==> config.mk <==
export PLATFORM = sky130hd
export DESIGN_NAME = pcie_capability_header_regs
export DESIGN_NICKNAME = d
export VERILOG_FILES = /design/src/inc/capreg_pkg.sv /design/src/hw/pcie_capability_header_regs.sv /design/src/hw/power_limit_calc.sv
export SDC_FILE = /design/constraint.sdc
export NUM_CORES = 1
export LEC_CHECK = 0
export ABC_CLOCK_PERIOD_IN_PS = 5050
export BUFFER_PORTS_ARGS = -buffer_cell sky130_fd_sc_hd__buf_4
export CAP_MARGIN = 20
export CELL_PAD_IN_SITES_DETAIL_PLACEMENT = 0
export CELL_PAD_IN_SITES_GLOBAL_PLACEMENT = 1
export CORE_UTILIZATION = 43
export CTS_CLUSTER_SIZE = 20
export DETAILED_ROUTE_END_ITERATION = 12
export PLACE_DENSITY = 0.9
export REMOVE_ABC_BUFFERS = 1
export SYNTH_ARGS = -nofsm -noshare
export SYNTH_HDL_FRONTEND = slang
export SYNTH_HIERARCHICAL = 1
export SYNTH_SLANG_ARGS = --single-unit
==> constraint.sdc <==
create_clock -name pclk -period 5.05 [get_ports pclk]
set_input_delay 0.7575 -clock pclk [delete_from_list [all_inputs] [get_ports pclk]]
set_output_delay 0.7575 -clock pclk [all_outputs]
set_load 0.005 [all_outputs]
==> src/inc/capreg_pkg.sv <==
// constants for the express capability header and device capabilities registers
// assumes a 32-bit apb register bus with byte addresses
package capreg_pkg;

  // ==========================================================================
  // register map
  localparam logic [11:0] HDR_OFS = 12'h040;
  localparam logic [11:0] DCAP_OFS = 12'h044;
  localparam int ADDR_W = 12;

  // ==========================================================================
  // header field positions
  localparam int CAP_ID_LSB = 0;
  localparam int NXTP_LSB = 8;
  localparam int VERSION_LSB = 16;
  localparam int KIND_LSB = 20;
  localparam int SLOT_BIT = 24;
  localparam int IMI_LSB = 25;
  localparam int TCR_BIT = 30;

  // header constants and reset values
  localparam logic [7:0] CAP_ID_VAL = 8'h10;
  localparam logic [7:0] NXTP_RST = 8'hc0;
  localparam logic [3:0] VERSION_RST = 4'h1;
  localparam logic [3:0] KIND_UP = 4'h5;
  localparam logic [3:0] KIND_DOWN = 4'h6;
  localparam logic [4:0] IMI_VAL = 5'h00;
  localparam logic SLOT_RST = 1'b0;
  localparam logic TCR_RST = 1'b1;
  localparam logic TCR_RST_COMPAT = 1'b0;
  localparam logic [31:0] HDR_WMASK = 32'h410fff00;

  // ==========================================================================
  // device capabilities field positions
  localparam int MPS_LSB = 0;
  localparam int PHANTOM_LSB = 3;
  localparam int XTAG_BIT = 5;
  localparam int L0S_LSB = 6;
  localparam int L1_LSB = 9;
  localparam int ABTN_BIT = 12;
  localparam int AIND_BIT = 13;
  localparam int PIND_BIT = 14;
  localparam int RBE_BIT = 15;
  localparam int CPLV_LSB = 18;
  localparam int CPLS_LSB = 26;

  // device capabilities constants and reset values
  localparam logic [2:0] MPS_RST = 3'h4;
  localparam logic XTAG_RST = 1'b1;
  localparam logic RBE_VAL = 1'b1;
  localparam logic [31:0] DCAP_WMASK = 32'h00000027;

  // ==========================================================================
  // power limit scale codes and milliwatt multipliers
  localparam logic [1:0] SCALE_X1 = 2'h0;
  localparam logic [1:0] SCALE_X0P1 = 2'h1;
  localparam logic [1:0] SCALE_X0P01 = 2'h2;
  localparam logic [1:0] SCALE_X0P001 = 2'h3;
  localparam logic [9:0] MW_X1 = 10'h3e8;
  localparam logic [9:0] MW_X0P1 = 10'h064;
  localparam logic [9:0] MW_X0P01 = 10'h00a;
  localparam logic [9:0] MW_X0P001 = 10'h001;
  localparam int MW_W = 18;

  // ==========================================================================
  // startup: cycles until the strap synchronisers hold settled values
  localparam logic [2:0] STRAP_WAIT = 3'h4;

  typedef enum logic [0:0] {
    ST_WAIT = 1'b0,
    ST_RUN = 1'b1
  } init_state_e;

endpackage

==> src/hw/pcie_capability_header_regs.sv <==
// express capability header and device capabilities registers of a switch port
// assumes an apb4 master on pclk, straps from pins, power-limit messages from the
// link layer on pclk as a one-cycle strobe with value and scale
`timescale 1ns/1ns
module pcie_capability_header_regs (
  // clock and reset
  input wire logic pclk,
  input wire logic presetn,
  // apb slave
  input wire logic psel,
  input wire logic penable,
  input wire logic pwrite,
  input wire logic [capreg_pkg::ADDR_W-1:0] paddr,
  input wire logic [31:0] pwdata,
  input wire logic [3:0] pstrb,
  output logic [31:0] prdata,
  output logic pready,
  output logic pslverr,
  // straps from pins
  input wire logic strap_upstream,
  input wire logic strap_compat_1p1,
  // power-limit message from the link layer
  input wire logic spl_valid,
  input wire logic [7:0] spl_value,
  input wire logic [1:0] spl_scale,
  // derived limit
  output logic [capreg_pkg::MW_W-1:0] slot_power_mw
);

  // ==========================================================================
  // strap synchronisers
  logic [2:0] up_sync_r;
  logic [2:0] up_sync_nxt;
  logic [2:0] cm_sync_r;
  logic [2:0] cm_sync_nxt;
  logic up_stable_r;
  logic up_stable_nxt;
  logic cm_stable_r;
  logic cm_stable_nxt;

  always_comb begin
    up_sync_nxt = {up_sync_r[1:0], strap_upstream};
    cm_sync_nxt = {cm_sync_r[1:0], strap_compat_1p1};
    // stage 0 feeds stage 1 only; stages 1 and 2 must agree
    up_stable_nxt = (up_sync_r[1] == up_sync_r[2]) ? up_sync_r[2] : up_stable_r;
    cm_stable_nxt = (cm_sync_r[1] == cm_sync_r[2]) ? cm_sync_r[2] : cm_stable_r;
  end

  always_ff @(posedge pclk or negedge presetn) begin
    if (!presetn) begin
      up_sync_r <= '0;
      cm_sync_r <= '0;
      up_stable_r <= 1'b0;
      cm_stable_r <= 1'b0;
    end else begin
      up_sync_r <= up_sync_nxt;
      cm_sync_r <= cm_sync_nxt;
      up_stable_r <= up_stable_nxt;
      cm_stable_r <= cm_stable_nxt;
    end
  end

  // ==========================================================================
  // startup: straps are caught once, then mode dependent defaults load
  capreg_pkg::init_state_e state_r;
  capreg_pkg::init_state_e state_nxt;
  logic [2:0] wait_r;
  logic [2:0] wait_nxt;
  logic upstream_r;
  logic upstream_nxt;
  logic compat_r;
  logic compat_nxt;
  logic load_defaults;

  always_comb begin
    state_nxt = state_r;
    wait_nxt = wait_r;
    upstream_nxt = upstream_r;
    compat_nxt = compat_r;
    load_defaults = 1'b0;
    unique case (state_r)
      capreg_pkg::ST_WAIT: begin
        if (wait_r == capreg_pkg::STRAP_WAIT) begin
          state_nxt = capreg_pkg::ST_RUN;
          upstream_nxt = up_stable_r;
          compat_nxt = cm_stable_r;
          load_defaults = 1'b1;
        end else begin
          wait_nxt = wait_r + 3'h1;
        end
      end
      capreg_pkg::ST_RUN: begin
        state_nxt = capreg_pkg::ST_RUN;
      end
    endcase
  end

  always_ff @(posedge pclk or negedge presetn) begin
    if (!presetn) begin
      state_r <= capreg_pkg::ST_WAIT;
      wait_r <= '0;
      upstream_r <= 1'b0;
      compat_r <= 1'b0;
    end else begin
      state_r <= state_nxt;
      wait_r <= wait_nxt;
      upstream_r <= upstream_nxt;
      compat_r <= compat_nxt;
    end
  end

  wire logic running = (state_r == capreg_pkg::ST_RUN);

  // ==========================================================================
  // writable bits and captured power limit
  logic [31:0] hdr_rw_r;
  logic [31:0] hdr_rw_nxt;
  logic [31:0] dcap_rw_r;
  logic [31:0] dcap_rw_nxt;
  logic [7:0] cplv_r;
  logic [7:0] cplv_nxt;
  logic [1:0] cpls_r;
  logic [1:0] cpls_nxt;
  logic [31:0] byte_mask;
  logic [31:0] hdr_defaults;
  logic [31:0] dcap_defaults;
  logic hdr_sel;
  logic dcap_sel;
  logic wr_fire;

  always_comb begin
    byte_mask = {{8{pstrb[3]}}, {8{pstrb[2]}}, {8{pstrb[1]}}, {8{pstrb[0]}}};
    hdr_sel = (paddr == capreg_pkg::HDR_OFS);
    dcap_sel = (paddr == capreg_pkg::DCAP_OFS);
    wr_fire = psel && penable && pready && pwrite;
    hdr_defaults = '0;
    hdr_defaults[capreg_pkg::NXTP_LSB +: 8] = capreg_pkg::NXTP_RST;
    hdr_defaults[capreg_pkg::VERSION_LSB +: 4] = capreg_pkg::VERSION_RST;
    hdr_defaults[capreg_pkg::SLOT_BIT] = capreg_pkg::SLOT_RST;
    hdr_defaults[capreg_pkg::TCR_BIT] = compat_nxt ? capreg_pkg::TCR_RST_COMPAT
                                                   : capreg_pkg::TCR_RST;
    dcap_defaults = '0;
    dcap_defaults[capreg_pkg::MPS_LSB +: 3] = capreg_pkg::MPS_RST;
    dcap_defaults[capreg_pkg::XTAG_BIT] = capreg_pkg::XTAG_RST;
    hdr_rw_nxt = hdr_rw_r;
    dcap_rw_nxt = dcap_rw_r;
    cplv_nxt = cplv_r;
    cpls_nxt = cpls_r;
    if (load_defaults) begin
      hdr_rw_nxt = hdr_defaults;
      dcap_rw_nxt = dcap_defaults;
      cplv_nxt = '0;
      cpls_nxt = '0;
    end else if (running) begin
      // only the writable positions of lanes that are strobed change
      if (wr_fire && hdr_sel) begin
        hdr_rw_nxt = (hdr_rw_r & ~(capreg_pkg::HDR_WMASK & byte_mask)) |
                     (pwdata & capreg_pkg::HDR_WMASK & byte_mask);
      end
      if (wr_fire && dcap_sel) begin
        dcap_rw_nxt = (dcap_rw_r & ~(capreg_pkg::DCAP_WMASK & byte_mask)) |
                      (pwdata & capreg_pkg::DCAP_WMASK & byte_mask);
      end
      if (spl_valid && upstream_r) begin
        cplv_nxt = spl_value;
        cpls_nxt = spl_scale;
      end
    end
  end

  always_ff @(posedge pclk or negedge presetn) begin
    if (!presetn) begin
      hdr_rw_r <= '0;
      dcap_rw_r <= '0;
      cplv_r <= '0;
      cpls_r <= '0;
    end else begin
      hdr_rw_r <= hdr_rw_nxt;
      dcap_rw_r <= dcap_rw_nxt;
      cplv_r <= cplv_nxt;
      cpls_r <= cpls_nxt;
    end
  end

  // ==========================================================================
  // read words
  logic [31:0] hdr_word;
  logic [31:0] dcap_word;

  always_comb begin
    hdr_word = hdr_rw_r & capreg_pkg::HDR_WMASK;
    hdr_word[capreg_pkg::CAP_ID_LSB +: 8] = capreg_pkg::CAP_ID_VAL;
    hdr_word[capreg_pkg::KIND_LSB +: 4] = upstream_r ? capreg_pkg::KIND_UP
                                                     : capreg_pkg::KIND_DOWN;
    hdr_word[capreg_pkg::IMI_LSB +: 5] = capreg_pkg::IMI_VAL;
    dcap_word = dcap_rw_r & capreg_pkg::DCAP_WMASK;
    dcap_word[capreg_pkg::PHANTOM_LSB +: 2] = 2'h0;
    dcap_word[capreg_pkg::L0S_LSB +: 3] = 3'h0;
    dcap_word[capreg_pkg::L1_LSB +: 3] = 3'h0;
    dcap_word[capreg_pkg::ABTN_BIT] = 1'b0;
    dcap_word[capreg_pkg::AIND_BIT] = 1'b0;
    dcap_word[capreg_pkg::PIND_BIT] = 1'b0;
    dcap_word[capreg_pkg::RBE_BIT] = capreg_pkg::RBE_VAL;
    // downstream capture registers never load, so these read zero there
    dcap_word[capreg_pkg::CPLV_LSB +: 8] = cplv_r;
    dcap_word[capreg_pkg::CPLS_LSB +: 2] = cpls_r;
  end

  // ==========================================================================
  // apb answer: read data refreshed every selected cycle, so the access
  // phase always shows the value after any write of the previous transfer
  logic [31:0] rdata_r;
  logic [31:0] rdata_nxt;
  logic err_r;
  logic err_nxt;
  logic fresh_r;
  logic fresh_nxt;

  always_comb begin
    rdata_nxt = rdata_r;
    err_nxt = err_r;
    fresh_nxt = psel && running;
    if (psel) begin
      rdata_nxt = hdr_sel ? hdr_word : (dcap_sel ? dcap_word : 32'h00000000);
      err_nxt = !(hdr_sel || dcap_sel);
    end
  end

  always_ff @(posedge pclk or negedge presetn) begin
    if (!presetn) begin
      rdata_r <= '0;
      err_r <= 1'b0;
      fresh_r <= 1'b0;
    end else begin
      rdata_r <= rdata_nxt;
      err_r <= err_nxt;
      fresh_r <= fresh_nxt;
    end
  end

  // stalls accesses during startup; one setup cycle in run is enough
  assign pready = penable && running && fresh_r;
  assign prdata = (pready && !pwrite) ? rdata_r : 32'h00000000;
  assign pslverr = pready && err_r;

  // ==========================================================================
  // power limit in milliwatts
  power_limit_calc u_calc (
    .pclk(pclk),
    .presetn(presetn),
    .limit_value(cplv_r),
    .limit_scale(cpls_r),
    .limit_mw(slot_power_mw)
  );
endmodule

==> src/hw/power_limit_calc.sv <==
// converts the captured slot power limit value and scale into milliwatts
// assumes value and scale are registers on the same clock
`timescale 1ns/1ns
module power_limit_calc (
  // clock and reset
  input wire logic pclk,
  input wire logic presetn,
  // captured limit
  input wire logic [7:0] limit_value,
  input wire logic [1:0] limit_scale,
  // result
  output logic [capreg_pkg::MW_W-1:0] limit_mw
);

  logic [capreg_pkg::MW_W-1:0] mw_r;
  logic [capreg_pkg::MW_W-1:0] mw_nxt;
  logic [9:0] mult;

  // ==========================================================================
  // scale to multiplier
  always_comb begin
    unique case (limit_scale)
      capreg_pkg::SCALE_X1: mult = capreg_pkg::MW_X1;
      capreg_pkg::SCALE_X0P1: mult = capreg_pkg::MW_X0P1;
      capreg_pkg::SCALE_X0P01: mult = capreg_pkg::MW_X0P01;
      capreg_pkg::SCALE_X0P001: mult = capreg_pkg::MW_X0P001;
    endcase
    // 255 * 1000 fits in 18 bits
    // operands widened first: a product at the 10-bit operand width would wrap
    mw_nxt = capreg_pkg::MW_W'(limit_value) * capreg_pkg::MW_W'(mult);
  end

  always_ff @(posedge pclk or negedge presetn) begin
    if (!presetn) begin
      mw_r <= '0;
    end else begin
      mw_r <= mw_nxt;
    end
  end

  assign limit_mw = mw_r;
endmodule

==> results.py <==
metrics = {
    "hold_path": {
        "min_path_type": "input pin to async pin",
    },
    "clocking": {
        "cts-root-buf": "clkbuf_16",
        "cts_tree": "done",
        "post_cts_resized": 0,
        "clk_pin_slew_ps": 60,
        "clockBufferDepth": 2,
        "post_cts_buffers": 0,
        "numCtsBuffers": 9,
        "hold_buffers": 0,
        "cts.sinks": 87,
        "worst_skew_pair.late_latency_ps": 340,
        "cts_max_level": 3,
    },
    "yosys": {
        "synth-xor-area-share_pct": 2.14,
        "synth_cell_types": 47,
        "synth_area_leaders": "dfrtp_1 38%, fa_1 14%, ha_1 11%, a22o_1 5.8%, inv_1 5.6%",
        "synth-simple-area-share_pct": 13.7,
        "synthAdderAreaFrac_pct": 25.3,
        "synthFlopType": "dfrtp_1",
        "syn_area_per_cell_um2": 10.7,
        "synth-compound-area-share_pct": 12.2,
        "synthMuxAreaShare_pct": 0.875,
        "synth_top_family_by_area": "adder cells",
        "ys_seq_elements": 87,
        "async_flop_share_pct": 100,
        "synth_top_area_cell": "dfrtp_1",
        "synth_edf_count": 0,
        "yosysTopAreaCellShare_pct": 38.0,
        "synth_cells": 534,
        "yosysWarnings": 6,
        "syn-cell-area_um2": 5720,
        "ys_seq_area_share_pct": 38.0,
    },
    "global_route": {
        "antenna_found_initial": 0,
        "grt_max_degree": 88,
        "overflow": 0,
        "grt_usage_pct": 18.8,
        "grt_pass1_wl_mm": 20.5,
        "grt_pass1_vias": 4305,
    },
    "floorplanning": {
        "design.core.area_um2": 12800,
        "ioPinCount": 118,
        "initial_core_util_pct": 44.8,
        "die_w_um": 117,
        "dieArea_um2": 13800,
        "rows": 41,
        "die_h_um": 117,
    },
    "sta": {
        "fin_crit_sh_pct": 91.3,
        "final_hold_viol_count": 0,
        "fmax_mhz": 217,
        "fin_crit_ps": 4610,
        "slew_headroom_pct": 35.8,
        "hold_ws_ps": 263,
        "finalSetupTns_ps": 0,
        "worst_pin_slew_ps": 955,
        "skew_ps": 5.19,
        "rsz0062_at_grt": "false",
        "setup-violations-final": 0,
        "slew_viol_final": 0,
    },
    "final_layout": {
        "fillers": 1136,
        "layout.core_utilization_pct": 54.3,
        "drive_above_1_share_pct": 20.6,
        "fin_nets": 787,
        "design_area_um2": 6930,
        "diodes": 0,
        "final_common_cell": "buf_4",
        "syn_to_final_growth_pct": 21.2,
        "final_cell_mix": "101 x buf_4, 87 x dfrtp_1, 85 x inv_1, 50 x ha_1, 43 x and2_1",
    },
    "power": {
        "power.density_nw_per_um2": 421,
        "p_leak_uw": 0.00368,
        "p_total_uw": 2920,
        "ir_worst_vdd_mv": 0.237,
    },
    "route": {
        "vias": 4054,
        "drc": 0,
        "routed_wl_mm": 11.9,
        "drtIter0Drc": 205,
        "ant_nets": 0,
        "wl_met2_mm": 5.97,
        "maxUsedRoutingLayer": "met4",
        "wl_met1_mm": 5.27,
        "routed-wl-met3_um": 461,
        "wl_per_cell_um": 14.7,
        "vias_per_cell": 5.02,
        "first_pass_iters": 4,
    },
    "job": {
        "timing.max_cap.violations": 0,
    },
    "status": {
        "status": "finished, final reports clean",
    },
    "placed_design": {
        "port_buffers": 97,
        "dpl.hpwl_mm": 8.87,
        "gp_congestion": 0.816,
        "placed_cell_area_um2": 6600,
    },
    "worst_setup_path": {
        "critPathMaxFanout": 14,
        "endpoint_kind": "flop",
        "rr_worst_depth": 16,
        "start_kind": "flop",
        "critPathKind": "flop to flop",
        "worst_ep_required_time_ps": 5270,
        "cp_data_arrival_time_ps": 4830,
    },
}
==> stage by stage <==
| step | setup WS, ps | std cells |
|---|---|---|
| 2_1_floorplan | 730 | 517 |
| 3_3_place_gp | 551 | 790 |
| 3_5_place_dp | 532 | 790 |
| 4_1_cts | 474 | 806 |
| 5_1_grt | 233 | 808 |
| 6_report | 440 | 808 |
==> cells in the mapped netlist (3+ instances only) <==
cell type	instances
a21o_1	6
a21oi_1	9
a22o_1	38
a22oi_1	6
and2_1	43
and3_1	12
buf_4	9
clkbuf_1	11
dfrtp_1	87
fa_1	40
ha_1	50
inv_1	85
mux2i_1	5
nand2_1	35
nand2b_1	3
nand3_1	4
nor2_1	15
nor2b_1	12
o21ai_0	11
o21ai_1	5
xnor2_1	10
xor2_1	4
==> critical path, stage by stage (launching register included) <==
cell	delay [ps]
dfrtp_1	580
nor2b_1	300
nand2_1	140
fa_1	510
fa_1	490
inv_1	50
fa_1	470
inv_1	50
fa_1	470
inv_1	40
ha_1	340
a21o_1	180
a21oi_1	200
a21oi_2	110
a41oi_2	290
a31oi_1	140
xnor2_1	150
==> per-layer routing <==
| layer | vias up | track usage, % |
|---|---|---|
| met5 | - | 0 |
| met4 | 0 | 4.95 |
| met3 | 13 | 3.84 |
| met2 | 70 | 31.7 |
| met1 | 2030 | 24.4 |
| li1 | 1941 | - |
==> kinds of logic (layout without fill, tap and decap cells) <==
| family | after synthesis | after routing |
|---|---|---|
| adders and majority gates | 92 | 92 |
| and+or+nand+nor | 137 | 137 |
| DFF | 87 | 87 |
| buffers and inverters | 107 | 204 |
| xor gates and xnor gates | 14 | 14 |
| muxes | 5 | 5 |
| AOI/OAI and AO/OA | 91 | 91 |
| other | 1 | 6 |
==> state kept, by name, summed over array words and instances (netlist names) <==
signal	count
fresh_r	1
rdata_r	26
cpls_r	2
cplv_r	8
cm_stable_r	1
wait_r	3
dcap_rw_r	4
up_sync_r	3
cm_sync_r	3
up_stable_r	1
u_calc/limit_mw	18
running	1
hdr_rw_r	14
err_r	1
upstream_r	1
==> where the power goes <==
group / switching, uW / leakage [uW] / internal [uW]
clock network: 282 / 0.000142 / 390
logic: 762 / 0.00244 / 649
registers: 42.3 / 0.00110 / 792
total: 1090 / 0.00368 / 1830
==> final cells by class <==
type                       instances  area (um2)  area share, %
inverter                          85         319           4.60
sequential                        87        2180           31.4
timing repair buffer             103         797           11.5
tap                              172         215           3.10
clock buffer                      11         233           3.36
clock inverter                     5        66.3          0.957
multi-input combinational        345        3130           45.1
==> worst paths after layout <==
| check | start | slack (ps) | to |
|---|---|---|---|
| worst min register to register | up_sync_r[0]$_DFF_PN0_ | 350 | up_sync_r[1]$_DFF_PN0_ |
| worst max-delay path | cpls_r[0]$_DFFE_PN0P_ | 440 | u_calc/limit_mw[17]$_DFF_PN0_ |
| worst min-delay path | presetn | 260 | wait_r[1]$_DFFE_PN0P_ |
| max in group asynchronous | presetn | 4170 | u_calc/limit_mw[4]$_DFF_PN0_ |
| worst max register to register | cpls_r[0]$_DFFE_PN0P_ | 440 | u_calc/limit_mw[17]$_DFF_PN0_ |
| min in group pclk | up_sync_r[0]$_DFF_PN0_ | 350 | up_sync_r[1]$_DFF_PN0_ |
(Power assumes the default switching activity.)
